`config.mk`:
```
export PLATFORM = sky130hd
export DESIGN_NAME = lca_top
export DESIGN_NICKNAME = d
export VERILOG_FILES = /design/src/rtl/lca_pkg.sv /design/src/rtl/lca_top.sv /design/src/rtl/lca_dlos.sv /design/src/rtl/lca_prbs_rx.sv
export VERILOG_INCLUDE_DIRS = /design/src /design/src/rtl
export SDC_FILE = /design/constraint.sdc
export NUM_CORES = 2
export LEC_CHECK = 0
export BUFFER_PORTS_ARGS = -buffer_cell sky130_fd_sc_hd__buf_2
export CAP_MARGIN = 20
export CORE_MARGIN = 2
export CORE_UTILIZATION = 55
export CTS_CLUSTER_DIAMETER = 80
export DETAILED_ROUTE_END_ITERATION = 6
export PLACE_DENSITY = 0.72
export SYNTH_ARGS = -nofsm -noshare
export SYNTH_HDL_FRONTEND = slang
export SYNTH_SLANG_ARGS = --single-unit
```
`constraint.sdc`:
```
create_clock -name CLK_SYS -period 2.65 [get_ports CLK_SYS]
set_clock_uncertainty 0.15 [all_clocks]
set_input_delay 0 -clock CLK_SYS [delete_from_list [all_inputs] [get_ports CLK_SYS]]
set_output_delay 0 -clock CLK_SYS [all_outputs]
set_load 0.05 [all_outputs]
```
`src/rtl/lca_regs.svh`:
```
// Register offsets, field positions and detector counts of the channel alarm status block
`ifndef LCA_REGS_SVH
`define LCA_REGS_SVH

// ============================================================
// Register offsets (low nibble; high nibble selects channel)
`define LCA_OFS_CHANGE        4'h2
`define LCA_OFS_ALARM         4'h3

// ============================================================
// Change flag register fields
`define LCA_CHG_LOS_BIT       1
`define LCA_CHG_DRIVE_BIT     0

// ============================================================
// Alarm register fields
`define LCA_ALM_PRBS_BIT      6
`define LCA_ALM_DLOS_BIT      5
`define LCA_ALM_ALOS_BIT      4
`define LCA_ALM_UNLOCK_BIT    2
`define LCA_ALM_LOS_BIT       1
`define LCA_ALM_DRIVE_BIT     0

// ============================================================
// Reset values
`define LCA_RST_BYTE          8'h00
`define LCA_RST_CHAN          12'h000

// ============================================================
// Digital loss of signal detector counts, in bit periods
`define LCA_DLOS_ZERO_RUN     8'hA0
`define LCA_DLOS_WIN_LAST     8'h1D
`define LCA_DLOS_ONES_MIN     8'h0A

// ============================================================
// Pattern receiver counts, in bit periods
`define LCA_PRBS_WIN_LAST     8'h7F
`define LCA_PRBS_LOSS_ERRS    8'h20
`define LCA_PRBS_CLEAR_ERRS   8'h01

`endif

```
`src/rtl/lca_pkg.sv`:
```
// Types shared by the channel alarm status block and its detectors
package lca_pkg;

    // ============================================================
    // Register port sequencer, one-hot
    typedef enum logic [1:0] {
        LCA_BUS_IDLE = 2'b01,
        LCA_BUS_READ = 2'b10
    } lca_bus_fsm_t;

    // ============================================================
    // Pattern receiver lock state, one-hot
    typedef enum logic [1:0] {
        LCA_PRBS_LOCKED = 2'b01,
        LCA_PRBS_LOST   = 2'b10
    } lca_prbs_fsm_t;

    // ============================================================
    // Top level state
    typedef struct packed {
        lca_bus_fsm_t bus_fsm;    // Read sequencer
        logic [7:0]   data_o;     // Read data driven on the bus
        logic         data_oe;    // Bus drive enable
        logic [11:0]  los_all;    // Overall loss of signal
        logic [11:0]  los_prev;   // Overall loss of signal, one cycle back
        logic [11:0]  drive_r;    // Drive monitor state
        logic [11:0]  drive_prev; // Drive monitor state, one cycle back
        logic [11:0]  unlock_r;   // Clock recovery unlock state
        logic [11:0]  alos_r;     // Analog detector state
        logic [11:0]  dlos_r;     // Digital detector state
        logic [11:0]  prbs_r;     // Pattern lock lost
        logic [11:0]  los_flag;   // Sticky loss of signal change
        logic [11:0]  drive_flag; // Sticky drive monitor change
    } lca_state_t;

    // ============================================================
    // Digital loss of signal detector state
    typedef struct packed {
        logic [7:0] zero_cnt;     // Consecutive empty bit periods
        logic [7:0] win_cnt;      // Position inside density window
        logic [7:0] ones_cnt;     // Pulses inside density window
        logic       los;          // Defect declared
    } lca_dlos_state_t;

    // ============================================================
    // Pattern receiver state
    typedef struct packed {
        lca_prbs_fsm_t fsm;       // Lock state
        logic [14:0]   shreg;     // Last received bits
        logic [7:0]    win_cnt;   // Position inside error window
        logic [7:0]    err_cnt;   // Errors inside error window
    } lca_prbs_state_t;

endpackage : lca_pkg

```
`src/rtl/lca_top.sv`:
```
// Twelve channel change flag and live alarm registers behind the parallel register port
`timescale 1ns/100ps
`default_nettype none
`include "lca_regs.svh"

module lca_top (
    input  wire logic        CLK_SYS,               // System clock, 200 MHz
    input  wire logic        NRST,                  // Asynchronous reset, active low
    input  wire logic        CS_N,                  // Chip select, active low
    input  wire logic        RD_N,                  // Read strobe, active low
    input  wire logic [7:0]  ADDR,                  // Register address
    output logic      [7:0]  DATA_O,                // Read data
    output logic             DATA_OE,               // Data bus drive enable
    input  wire logic [11:0] RX_BIT_STB,            // Bit period strobe per channel
    input  wire logic [11:0] RX_BIT,                // Pulse present in bit period
    input  wire logic [11:0] ANALOG_LOS,            // Analog detector per channel
    input  wire logic [11:0] CLOCK_RECOVERY_UNLOCK, // Recovery unlock per channel
    input  wire logic [11:0] DRIVE_MONITOR_OUTPUT,  // Transmit drive monitor per channel
    input  wire logic [11:0] PRBS_RX_EN,            // Pattern receiver enable
    input  wire logic [11:0] LOS_CHG_EN,            // Loss of signal change enable
    input  wire logic [11:0] DRIVE_CHG_EN           // Drive monitor change enable
);

    // ============================================================
    // Declarations
    lca_pkg::lca_state_t st_reg;    // Registered state
    lca_pkg::lca_state_t st_next;   // Next state
    logic [11:0]         dlos_w;    // Digital detector outputs
    logic [11:0]         prbs_w;    // Pattern receiver outputs
    logic                rd_start;  // First cycle of a read access
    logic                ch_valid;  // High nibble names a channel
    logic [3:0]          ch;        // Decoded channel index
    logic                is_chg;    // Access to change flag register
    logic                is_alm;    // Access to alarm register
    logic [7:0]          rd_val;    // Byte presented on a read
    logic [11:0]         clr_mask;  // Channel whose flags a read clears
    logic [11:0]         los_evt;   // Enabled loss of signal changes
    logic [11:0]         drive_evt; // Enabled drive monitor changes
    logic [4:0]          ch_dec;    // Valid bit and channel index

    // ============================================================
    // Channel decode: nibbles 0-5 map to 0-5, nibbles 8-D to 6-11
    // Unnamed nibbles answer a zero byte instead of aliasing onto
    // a live channel, so a stray read never clears another
    // channel's flags
    function automatic logic [4:0] chan_of(input logic [3:0] hi);
        logic [4:0] r;
        r = 5'h00;
        if (hi <= 4'h5) begin
            r = {1'b1, hi};
        end else if (hi >= 4'h8 && hi <= 4'hD) begin
            r = {1'b1, hi - 4'h2};
        end
        return r;
    endfunction : chan_of

    // ============================================================
    // Per channel detectors
    // Both see the same strobe and bit; the pattern receiver
    // only counts while its enable is high
    for (genvar i = 0; i < 12; i++) begin : g_chan
        lca_dlos u_dlos (
            .clk_sys   (CLK_SYS),
            .nrst      (NRST),
            .bit_stb   (RX_BIT_STB[i]),
            .bit_pulse (RX_BIT[i]),
            .los       (dlos_w[i])
        );
        lca_prbs_rx u_prbs (
            .clk_sys (CLK_SYS),
            .nrst    (NRST),
            .enable  (PRBS_RX_EN[i]),
            .bit_stb (RX_BIT_STB[i]),
            .bit_in  (RX_BIT[i]),
            .lost    (prbs_w[i])
        );
    end

    // ============================================================
    // Next state: live alarms, sticky flags and the read sequencer
    // Live copies cost a cycle of latency but keep the read byte
    // steady when a pin moves during the access
    always_comb begin
        st_next  = st_reg;
        rd_start = !CS_N && !RD_N && (st_reg.bus_fsm == lca_pkg::LCA_BUS_IDLE);
        ch_dec   = chan_of(ADDR[7:4]);
        ch_valid = ch_dec[4];
        ch       = ch_dec[3:0];
        is_chg   = ch_valid && (ADDR[3:0] == `LCA_OFS_CHANGE);
        is_alm   = ch_valid && (ADDR[3:0] == `LCA_OFS_ALARM);
        rd_val   = `LCA_RST_BYTE;
        clr_mask = `LCA_RST_CHAN;

        st_next.los_all  = ANALOG_LOS | dlos_w;
        st_next.alos_r   = ANALOG_LOS;
        st_next.dlos_r   = dlos_w;
        st_next.prbs_r   = prbs_w;
        st_next.unlock_r = CLOCK_RECOVERY_UNLOCK;
        st_next.drive_r  = DRIVE_MONITOR_OUTPUT;
        st_next.los_prev   = st_reg.los_all;
        st_next.drive_prev = st_reg.drive_r;

        // change needs its enable
        // The enable gates only the setting; a flag already set
        // stays until the host reads it
        los_evt   = (st_reg.los_all ^ st_reg.los_prev) & LOS_CHG_EN;
        drive_evt = (st_reg.drive_r ^ st_reg.drive_prev) & DRIVE_CHG_EN;

        // Read data; reserved bits stay at zero
        if (is_chg) begin
            rd_val[`LCA_CHG_LOS_BIT]   = st_reg.los_flag[ch];
            rd_val[`LCA_CHG_DRIVE_BIT] = st_reg.drive_flag[ch];
        end else if (is_alm) begin
            rd_val[`LCA_ALM_LOS_BIT]    = st_reg.los_all[ch];
            rd_val[`LCA_ALM_DRIVE_BIT]  = st_reg.drive_r[ch];
            rd_val[`LCA_ALM_UNLOCK_BIT] = st_reg.unlock_r[ch];
            rd_val[`LCA_ALM_PRBS_BIT]   = st_reg.prbs_r[ch];
            rd_val[`LCA_ALM_ALOS_BIT]   = st_reg.alos_r[ch];
            rd_val[`LCA_ALM_DLOS_BIT]   = st_reg.dlos_r[ch];
        end

        // Register port sequencer; writes are not decoded, so nothing here changes
        // A held strobe is one access: the host lifts RD_N or CS_N
        // before the next read, so a slow host cannot clear twice
        case (st_reg.bus_fsm)
            lca_pkg::LCA_BUS_IDLE: begin
                if (rd_start) begin
                    st_next.data_o  = rd_val;
                    st_next.data_oe = 1'b1;
                    st_next.bus_fsm = lca_pkg::LCA_BUS_READ;
                    if (is_chg) begin
                        clr_mask[ch] = 1'b1;
                    end
                end
            end
            lca_pkg::LCA_BUS_READ: begin
                // Data holds steady until the strobe or select goes away
                if (CS_N || RD_N) begin
                    st_next.data_o  = `LCA_RST_BYTE;
                    st_next.data_oe = 1'b0;
                    st_next.bus_fsm = lca_pkg::LCA_BUS_IDLE;
                end
            end
            default: begin
                st_next.data_o  = `LCA_RST_BYTE;
                st_next.data_oe = 1'b0;
                st_next.bus_fsm = lca_pkg::LCA_BUS_IDLE;
            end
        endcase

        // loss of signal and drive monitor flags
        // A change in the clearing cycle wins, so no event is dropped
        st_next.los_flag   = (st_reg.los_flag & ~clr_mask) | los_evt;
        st_next.drive_flag = (st_reg.drive_flag & ~clr_mask) | drive_evt;
    end

    // ============================================================
    // State register
    // All fields but bus_fsm clear on reset; the sequencer returns to idle
    always_ff @(posedge CLK_SYS or negedge NRST) begin
        if (!NRST) begin
            st_reg <= '{bus_fsm: lca_pkg::LCA_BUS_IDLE, default: '0};
        end else begin
            st_reg <= st_next;
        end
    end

    // ============================================================
    // Outputs straight from the state register
    assign DATA_O  = st_reg.data_o;
    assign DATA_OE = st_reg.data_oe;
endmodule : lca_top

`default_nettype wire

```
`src/rtl/lca_dlos.sv`:
```
// Digital loss of signal detector for one channel
`timescale 1ns/100ps
`default_nettype none
`include "lca_regs.svh"

module lca_dlos (
    input  wire logic clk_sys,   // System clock
    input  wire logic nrst,      // Asynchronous reset, active low
    input  wire logic bit_stb,   // One pulse per line bit period
    input  wire logic bit_pulse, // Pulse present in this bit period
    output logic      los        // Defect declared
);

    lca_pkg::lca_dlos_state_t st_reg;  // Registered state
    lca_pkg::lca_dlos_state_t st_next; // Next state

    // ============================================================
    // Next state
    always_comb begin
        st_next = st_reg;
        if (bit_stb) begin
            if (bit_pulse) begin
                st_next.zero_cnt = 8'h00;
            end else if (st_reg.zero_cnt != `LCA_DLOS_ZERO_RUN) begin
                st_next.zero_cnt = st_reg.zero_cnt + 8'h01;
            end
            if (!bit_pulse && st_reg.zero_cnt == `LCA_DLOS_ZERO_RUN - 8'h01) begin
                st_next.los = 1'b1;
            end
            if (st_reg.win_cnt == `LCA_DLOS_WIN_LAST) begin
                st_next.win_cnt  = 8'h00;
                st_next.ones_cnt = 8'h00;
                // One third of the window carrying pulses ends the defect
                if (st_reg.ones_cnt + {7'h00, bit_pulse} >= `LCA_DLOS_ONES_MIN) begin
                    st_next.los = 1'b0;
                end
            end else begin
                st_next.win_cnt  = st_reg.win_cnt + 8'h01;
                st_next.ones_cnt = st_reg.ones_cnt + {7'h00, bit_pulse};
            end
        end
    end

    // ============================================================
    // State register
    always_ff @(posedge clk_sys or negedge nrst) begin
        if (!nrst) begin
            st_reg <= '0;
        end else begin
            st_reg <= st_next;
        end
    end

    assign los = st_reg.los;
endmodule : lca_dlos

`default_nettype wire

```
`src/rtl/lca_prbs_rx.sv`:
```
// Pattern receiver lock monitor for one channel
`timescale 1ns/100ps
`default_nettype none
`include "lca_regs.svh"

module lca_prbs_rx (
    input  wire logic clk_sys, // System clock
    input  wire logic nrst,    // Asynchronous reset, active low
    input  wire logic enable,  // Receiver enabled
    input  wire logic bit_stb, // One pulse per line bit period
    input  wire logic bit_in,  // Received data bit
    output logic      lost     // Loss of pattern lock declared
);

    lca_pkg::lca_prbs_state_t st_reg;  // Registered state
    lca_pkg::lca_prbs_state_t st_next; // Next state
    logic                     err;     // Received bit differs from prediction

    // ============================================================
    // Self-synchronising check: prediction from the last received bits,
    // so lock is found again without a seed exchange
    always_comb begin
        st_next = st_reg;
        err     = bit_in ^ st_reg.shreg[14] ^ st_reg.shreg[13];
        if (!enable) begin
            // Disabled receiver reports loss of lock
            st_next.fsm     = lca_pkg::LCA_PRBS_LOST;
            st_next.win_cnt = 8'h00;
            st_next.err_cnt = 8'h00;
        end else if (bit_stb) begin
            st_next.shreg   = {st_reg.shreg[13:0], bit_in};
            st_next.win_cnt = st_reg.win_cnt + 8'h01;
            st_next.err_cnt = st_reg.err_cnt + {7'h00, err};
            if (st_reg.win_cnt == `LCA_PRBS_WIN_LAST) begin
                st_next.win_cnt = 8'h00;
                st_next.err_cnt = 8'h00;
                case (st_reg.fsm)
                    lca_pkg::LCA_PRBS_LOCKED: begin
                        if (st_reg.err_cnt >= `LCA_PRBS_LOSS_ERRS) begin
                            st_next.fsm = lca_pkg::LCA_PRBS_LOST;
                        end
                    end
                    lca_pkg::LCA_PRBS_LOST: begin
                        if (st_reg.err_cnt <= `LCA_PRBS_CLEAR_ERRS) begin
                            st_next.fsm = lca_pkg::LCA_PRBS_LOCKED;
                        end
                    end
                    default: begin
                        st_next.fsm = lca_pkg::LCA_PRBS_LOST;
                    end
                endcase
            end
        end
    end

    // ============================================================
    // State register
    always_ff @(posedge clk_sys or negedge nrst) begin
        if (!nrst) begin
            st_reg <= '{fsm: lca_pkg::LCA_PRBS_LOST, default: '0};
        end else begin
            st_reg <= st_next;
        end
    end

    assign lost = (st_reg.fsm == lca_pkg::LCA_PRBS_LOST);
endmodule : lca_prbs_rx

`default_nettype wire

```
Word level (Yosys, flattened, before mapping) --
Index checks and enable logic that the tools add are counted. W data, S select, Z words.
Storage, ports and cells: register bits 827, bits of input ports 108, output and inout port bits 9
Operators by class: magnitude comparators 41, multiplexer cells 199, reduce and logical (&&, ||, !) cells 82, add/subtract/negate cells 61, bitwise operators 34, eq/ne operators 126
Operators by type and width (number):
- $mux W16 | 36
- $mux W33 | 12
- $add A8 B1 Y8 const B | 36
- $add A8 B1 Y8 | 24
- $mux W8 | 24
- $mux W2 | 49
- $eq A8 B5 Y1 const B | 12
- $eq A8 B7 Y1 const B | 12
- $eq A8 B8 Y1 const B | 12
- $ge A8 B4 Y1 const B | 12
- $ge A8 B6 Y1 const B | 12
- $le A8 B1 Y1 const B | 12
- $ne A8 B8 Y1 const B | 12
- $reduce_and A2 Y1 | 25
- $and A12 B12 Y12 | 4
- $pmux W2 S2 | 12
- $reduce_and A4 Y1 | 12
- $mux W1 | 46
- $mux W12 | 3
- $ne A3 B2 Y1 const B | 12
- $ne A3 B3 Y1 const B | 12
- $or A12 B12 Y12 | 3
- $bmux W1 S4 | 8
- $ne A2 B2 Y1 const B | 14
- 22 further kinds | 127

Logic depth before layout (Yosys ltp) --
depth in word-level cells 14, mapped depth 10

Cells and area by module --
A second synthesis with hierarchy kept.
Unflattened totals: cell total of the unflattened synthesis 3921, area total of the unflattened synthesis 41949.0 um^2
Modules (own cells, without submodules):
- lca_prbs_rx | seq. area each 827.0 um^2, times used 12, cells an instance 130, area each 1534.0 um^2
- lca_dlos | seq. area each 625.6 um^2, times used 12, cells an instance 161, area each 1516.5 um^2
- lca_top | seq. area each 3204.3 um^2, times used 1, cells an instance 429, area each 5343.9 um^2

Worst setup path before layout --
OpenSTA, ideal clock, no wires.
path type flip-flop to flip-flop, from reg g_chan[6].u_dlos.st_reg[10] (netlist name), to reg g_chan[6].u_dlos.st_reg[7] (netlist name), stages on the path, launching flop included 9, library setup time 0.128 ns, buffers on the path 1, setup slack 0.541 ns, arrival 1.831 ns, cells stage by stage dfrtp_1 -> inv_1 -> ha_1 -> nand4b_1 -> nor4b_1 -> clkbuf_1 -> a21oi_1 -> o21ai_0 -> o31ai_1
Between the ends: longest elaborated chain between the ends 2
RTL lines:
- start: declaration | RTL line lca_dlos.sv:14 | lca_pkg::lca_dlos_state_t st_reg;
- start signal: assignment | RTL line lca_dlos.sv:50 | st_reg <= st_next;
- $eq A8 B5 Y1 (no line)
- $mux W16 | RTL line lca_dlos.sv:30 | if (st_reg.win_cnt == `LCA_DLOS_WIN_LAST) begin
No other way between the ends. A chain may end at the register's enable or synchronous reset.

==> results.md <==
| Item | This run |
|---|---|
| Result of the run | complete, no violations |
| Post-synthesis instance area | 39,400 µm² |
| Critical path data required time | 3.00 ns |
| Maximum fanout encountered on the critical timing path | 17 |
| Vias per inst | 5.71 |
| VDD IR max | 0.595 mV |
| Max capacitance violation total | 0 |
| Post-route minimum period | 2.60 ns |
| Most instantiated flip-flop cell in the synthesis netlist | dfrtp_1 |
| DIE WIDTH | 272 µm |
| Slew @ Worst Pin | 0.861 ns |
| Post-CTS Setup Bufs | 0 |
| Wire length of the first global-routing pass | 143 mm |
| TNS Setup | 0 ns |
| DIE AREA | 73,800 µm² |
| Clock Sinks | 824 |
| Share of power burned in registers | 0.476 |
| Total power per unit cell area | 776 nW/µm² |
| Wire length reported by the detailed router | 84.6 mm |
| Number of antenna violations at the first check in global routing | 7 |
| Worst skew pair latency | 0.64 ns |
| Avg WL per Cell | 16.4 µm |
| Maximum number of pins on one net before global-route repair | 89 |
| Leakage power figure | 20.5 nW |
| Number of distinct library cells after synthesis | 78 |
| Layout overhead on the synthesized area | 17.7% |
| Cell taking the most area after synthesis | dfrtp_1 |
| Port-buffer cells | 114 |
| Number of vias in the routed layout | 29,400 |
| Max Buffers Root-to-Sink | 3 |
| Root Buffer | clkbuf_16 |
| Part of the Yosys area used for sequential elements | 0.524 |
| Critical path endpoint category | flop |
| Clock tree from TritonCTS | built |
| Hpwl dp | 56.2 mm |
| Power Total | 36.0 mW |
| Fraction of layout instances using a drive strength above 1 | 0.142 |
| Initial drt markers | 1,978 |
| RSZ-0062 raised after global routing | no |
| Area share of the largest cell type after synthesis | 0.515 |
| # fillers | 5,538 |
| Number of buffers created by CTS | 88 |
| Period utilisation layout | 0.980 |
| Top cells by area in the synthesized netlist | dfrtp_1 (51%), mux2_2 (5.7%), o21ai_0 (4.5%) |
| Total DRC errors in the routed layout | 0 |
| # rows | 98 |
| Global route total overflow | 0 |
| GRT Resource Usage Total | 0.230 |
| Finish-stage setup viols | 0 |
| Global placer's final weighted congestion | 0.905 |
| Clock Pin Slew Worst Setup and Hold Paths | 0.07 ns |
| Hold violation count in the final report | 0 |
| Count of synthesis-stage warnings from yosys | 0 |
| Cell Int Power | 25.9 mW |
| Ports | 117 |
| Clock group share of total power | 0.352 |
| Number of max-slew violations in the final report | 0 |
| Most common cell in the netlist | dfrtp_1 |
| Data arrival time of the critical path | 2.95 ns |
| Initial cell density of the core | 0.553 |
| Remaining number of nets flagged by the antenna check after routing | 0 |
| Net switching power | 10.1 mW |
| Fraction of power spent switching nets | 0.281 |
| Via count of the first global-routing pass | 28,500 |
| Most frequent cells after synthesis | dfrtp_1 (811), nand2_1 (402), o21ai_0 (352) |
| Logic pwr share | 0.172 |
| Average instance area after synthesis | 10.4 µm² |
| Syn Inst Count | 3,800 |
| Path type of the worst min-delay path | in -> reg |
| Max FFs per register | 396 |
| Number of enable-type register cells in the synthesized netlist | 0 |
| Type of origin of the critical path | primary input |
| Layout net count | 4,346 |
| Flip-flop and latch count after synthesis | 824 |
| # H-tree levels | 3 |
| Die Y | 272 µm |
| Pre-antenna DRT Iters | 5 |
| Maximum achievable frequency | 0.385 GHz |
| Fraction of synthesis flops using an asynchronous set or reset pin | 1.00 |
| Area inside the core boundary | 71,200 µm² |
| Critical Setup Path Class | in -> reg |
| Max-slew headroom | 0.424 |
cells by family after synthesis:
group / after synthesis / share of synthesized area
flip-flops: 824 / 0.524
AO/OA/AOI/OAI: 866 / 0.136
other: 1 / 0.0000951
adder cells (fa/ha/maj): 109 / 0.0346
AND/OR/NAND/NOR: 1298 / 0.165
multiplexers: 251 / 0.0720
XOR/XNOR: 188 / 0.0418
buffers and inverters: 263 / 0.0262
cells in the final DEF (no fill, tap or decap), types with 25 or more instances in the layout:
cell type / instances
nand3_1: 151
mux2i_1: 46
buf_4: 64
o21ai_0: 351
a22o_1: 59
dfrtp_1: 811
nand4_1: 81
nand2_1: 402
o31ai_1: 61
nor2_1: 187
mux2_2: 199
and2_1: 42
nor2b_1: 51
o22ai_1: 50
ha_1: 108
o2bb2ai_1: 34
and3_1: 109
xor2_1: 76
buf_2: 112
clkbuf_16: 91
nand2b_1: 61
a31oi_1: 32
nor3_1: 70
a21oi_1: 152
xnor2_1: 112
dlygate4sd3_1: 188
a21o_1: 25
inv_1: 119
layer usage:
layer / part of all wire / vias up / track usage
met5: 0.00015 / - / 0
met4: 0.019 / 2 / 0.0606
met2: 0.47 / 572 / 0.376
met1: 0.46 / 14500 / 0.325
li1: - / 14300 / -
met3: 0.048 / 106 / 0.0336
critical path, stage by stage:
cell	delay, ns
dlygate4sd3_1	0.58
buf_6	0.17
a21o_1	0.20
or3_1	0.35
or3_4	0.45
nor2_2	0.19
nand3_1	0.16
a22o_1	0.28
dlygate4sd3_1	0.56
what timing repair did:
action                                   CTS  global route
hold buffers                             189             0
resized for setup                          0            14
endpoints found under the hold margin   1579             0
endpoints found under the setup margin     0            30
cell type report:
type,count,area (µm²),share of cell area
inverters,121,454,0.00979
clock buffers,132,2660,0.0574
diodes,3,7.51,0.000162
well taps,950,1190,0.0256
multi-input cells,2714,17800,0.385
flip-flops and latches,824,20600,0.445
clock inverters,31,353,0.00761
repair buffers,380,3240,0.0698
worst paths after layout:
check	cells after the start	slack, ns	start	to
max reg2reg	6	0.07	st_reg[129]	st_reg[11]
min	6	0.002	ADDR[1]	DATA_O[0]
min in group asynchronous	3	0.02	NRST	g_chan[0].u_prbs.st_reg[15]
min reg2reg	0	0.25	g_chan[9].u_dlos.los	st_reg[45]
max in group asynchronous	4	1.80	NRST	g_chan[5].u_prbs.st_reg[32]
max	9	0.05	ADDR[5]	st_reg[11]
power groups by stage:
stage	combinational, mW	sequential [mW]	clock, mW
after floorplan	4.69	16.7	0
after global placement	5.69	17.2	0
after detailed placement	5.96	17.3	0
after CTS	6.22	17.1	12.9
after global routing	7.11	17.5	13.5
final	6.18	17.1	12.7
stage by stage:
stage          std cells  utilization  hold WS (ns)  area (µm²)  setup slack, ns
2_1_floorplan       3801            -        -0.446       39400            0.541
3_3_place_gp        4800        0.581        -0.128       41400            0.490
3_5_place_dp        4800        0.581        -0.135       41400            0.453
4_1_cts             5152        0.650       0.00228       46300           0.0106
5_1_grt             5154        0.651       0.00676       46400          0.00766
6_report            5155        0.651       0.00235       46400           0.0524
Power figures use the tool's default switching activity.
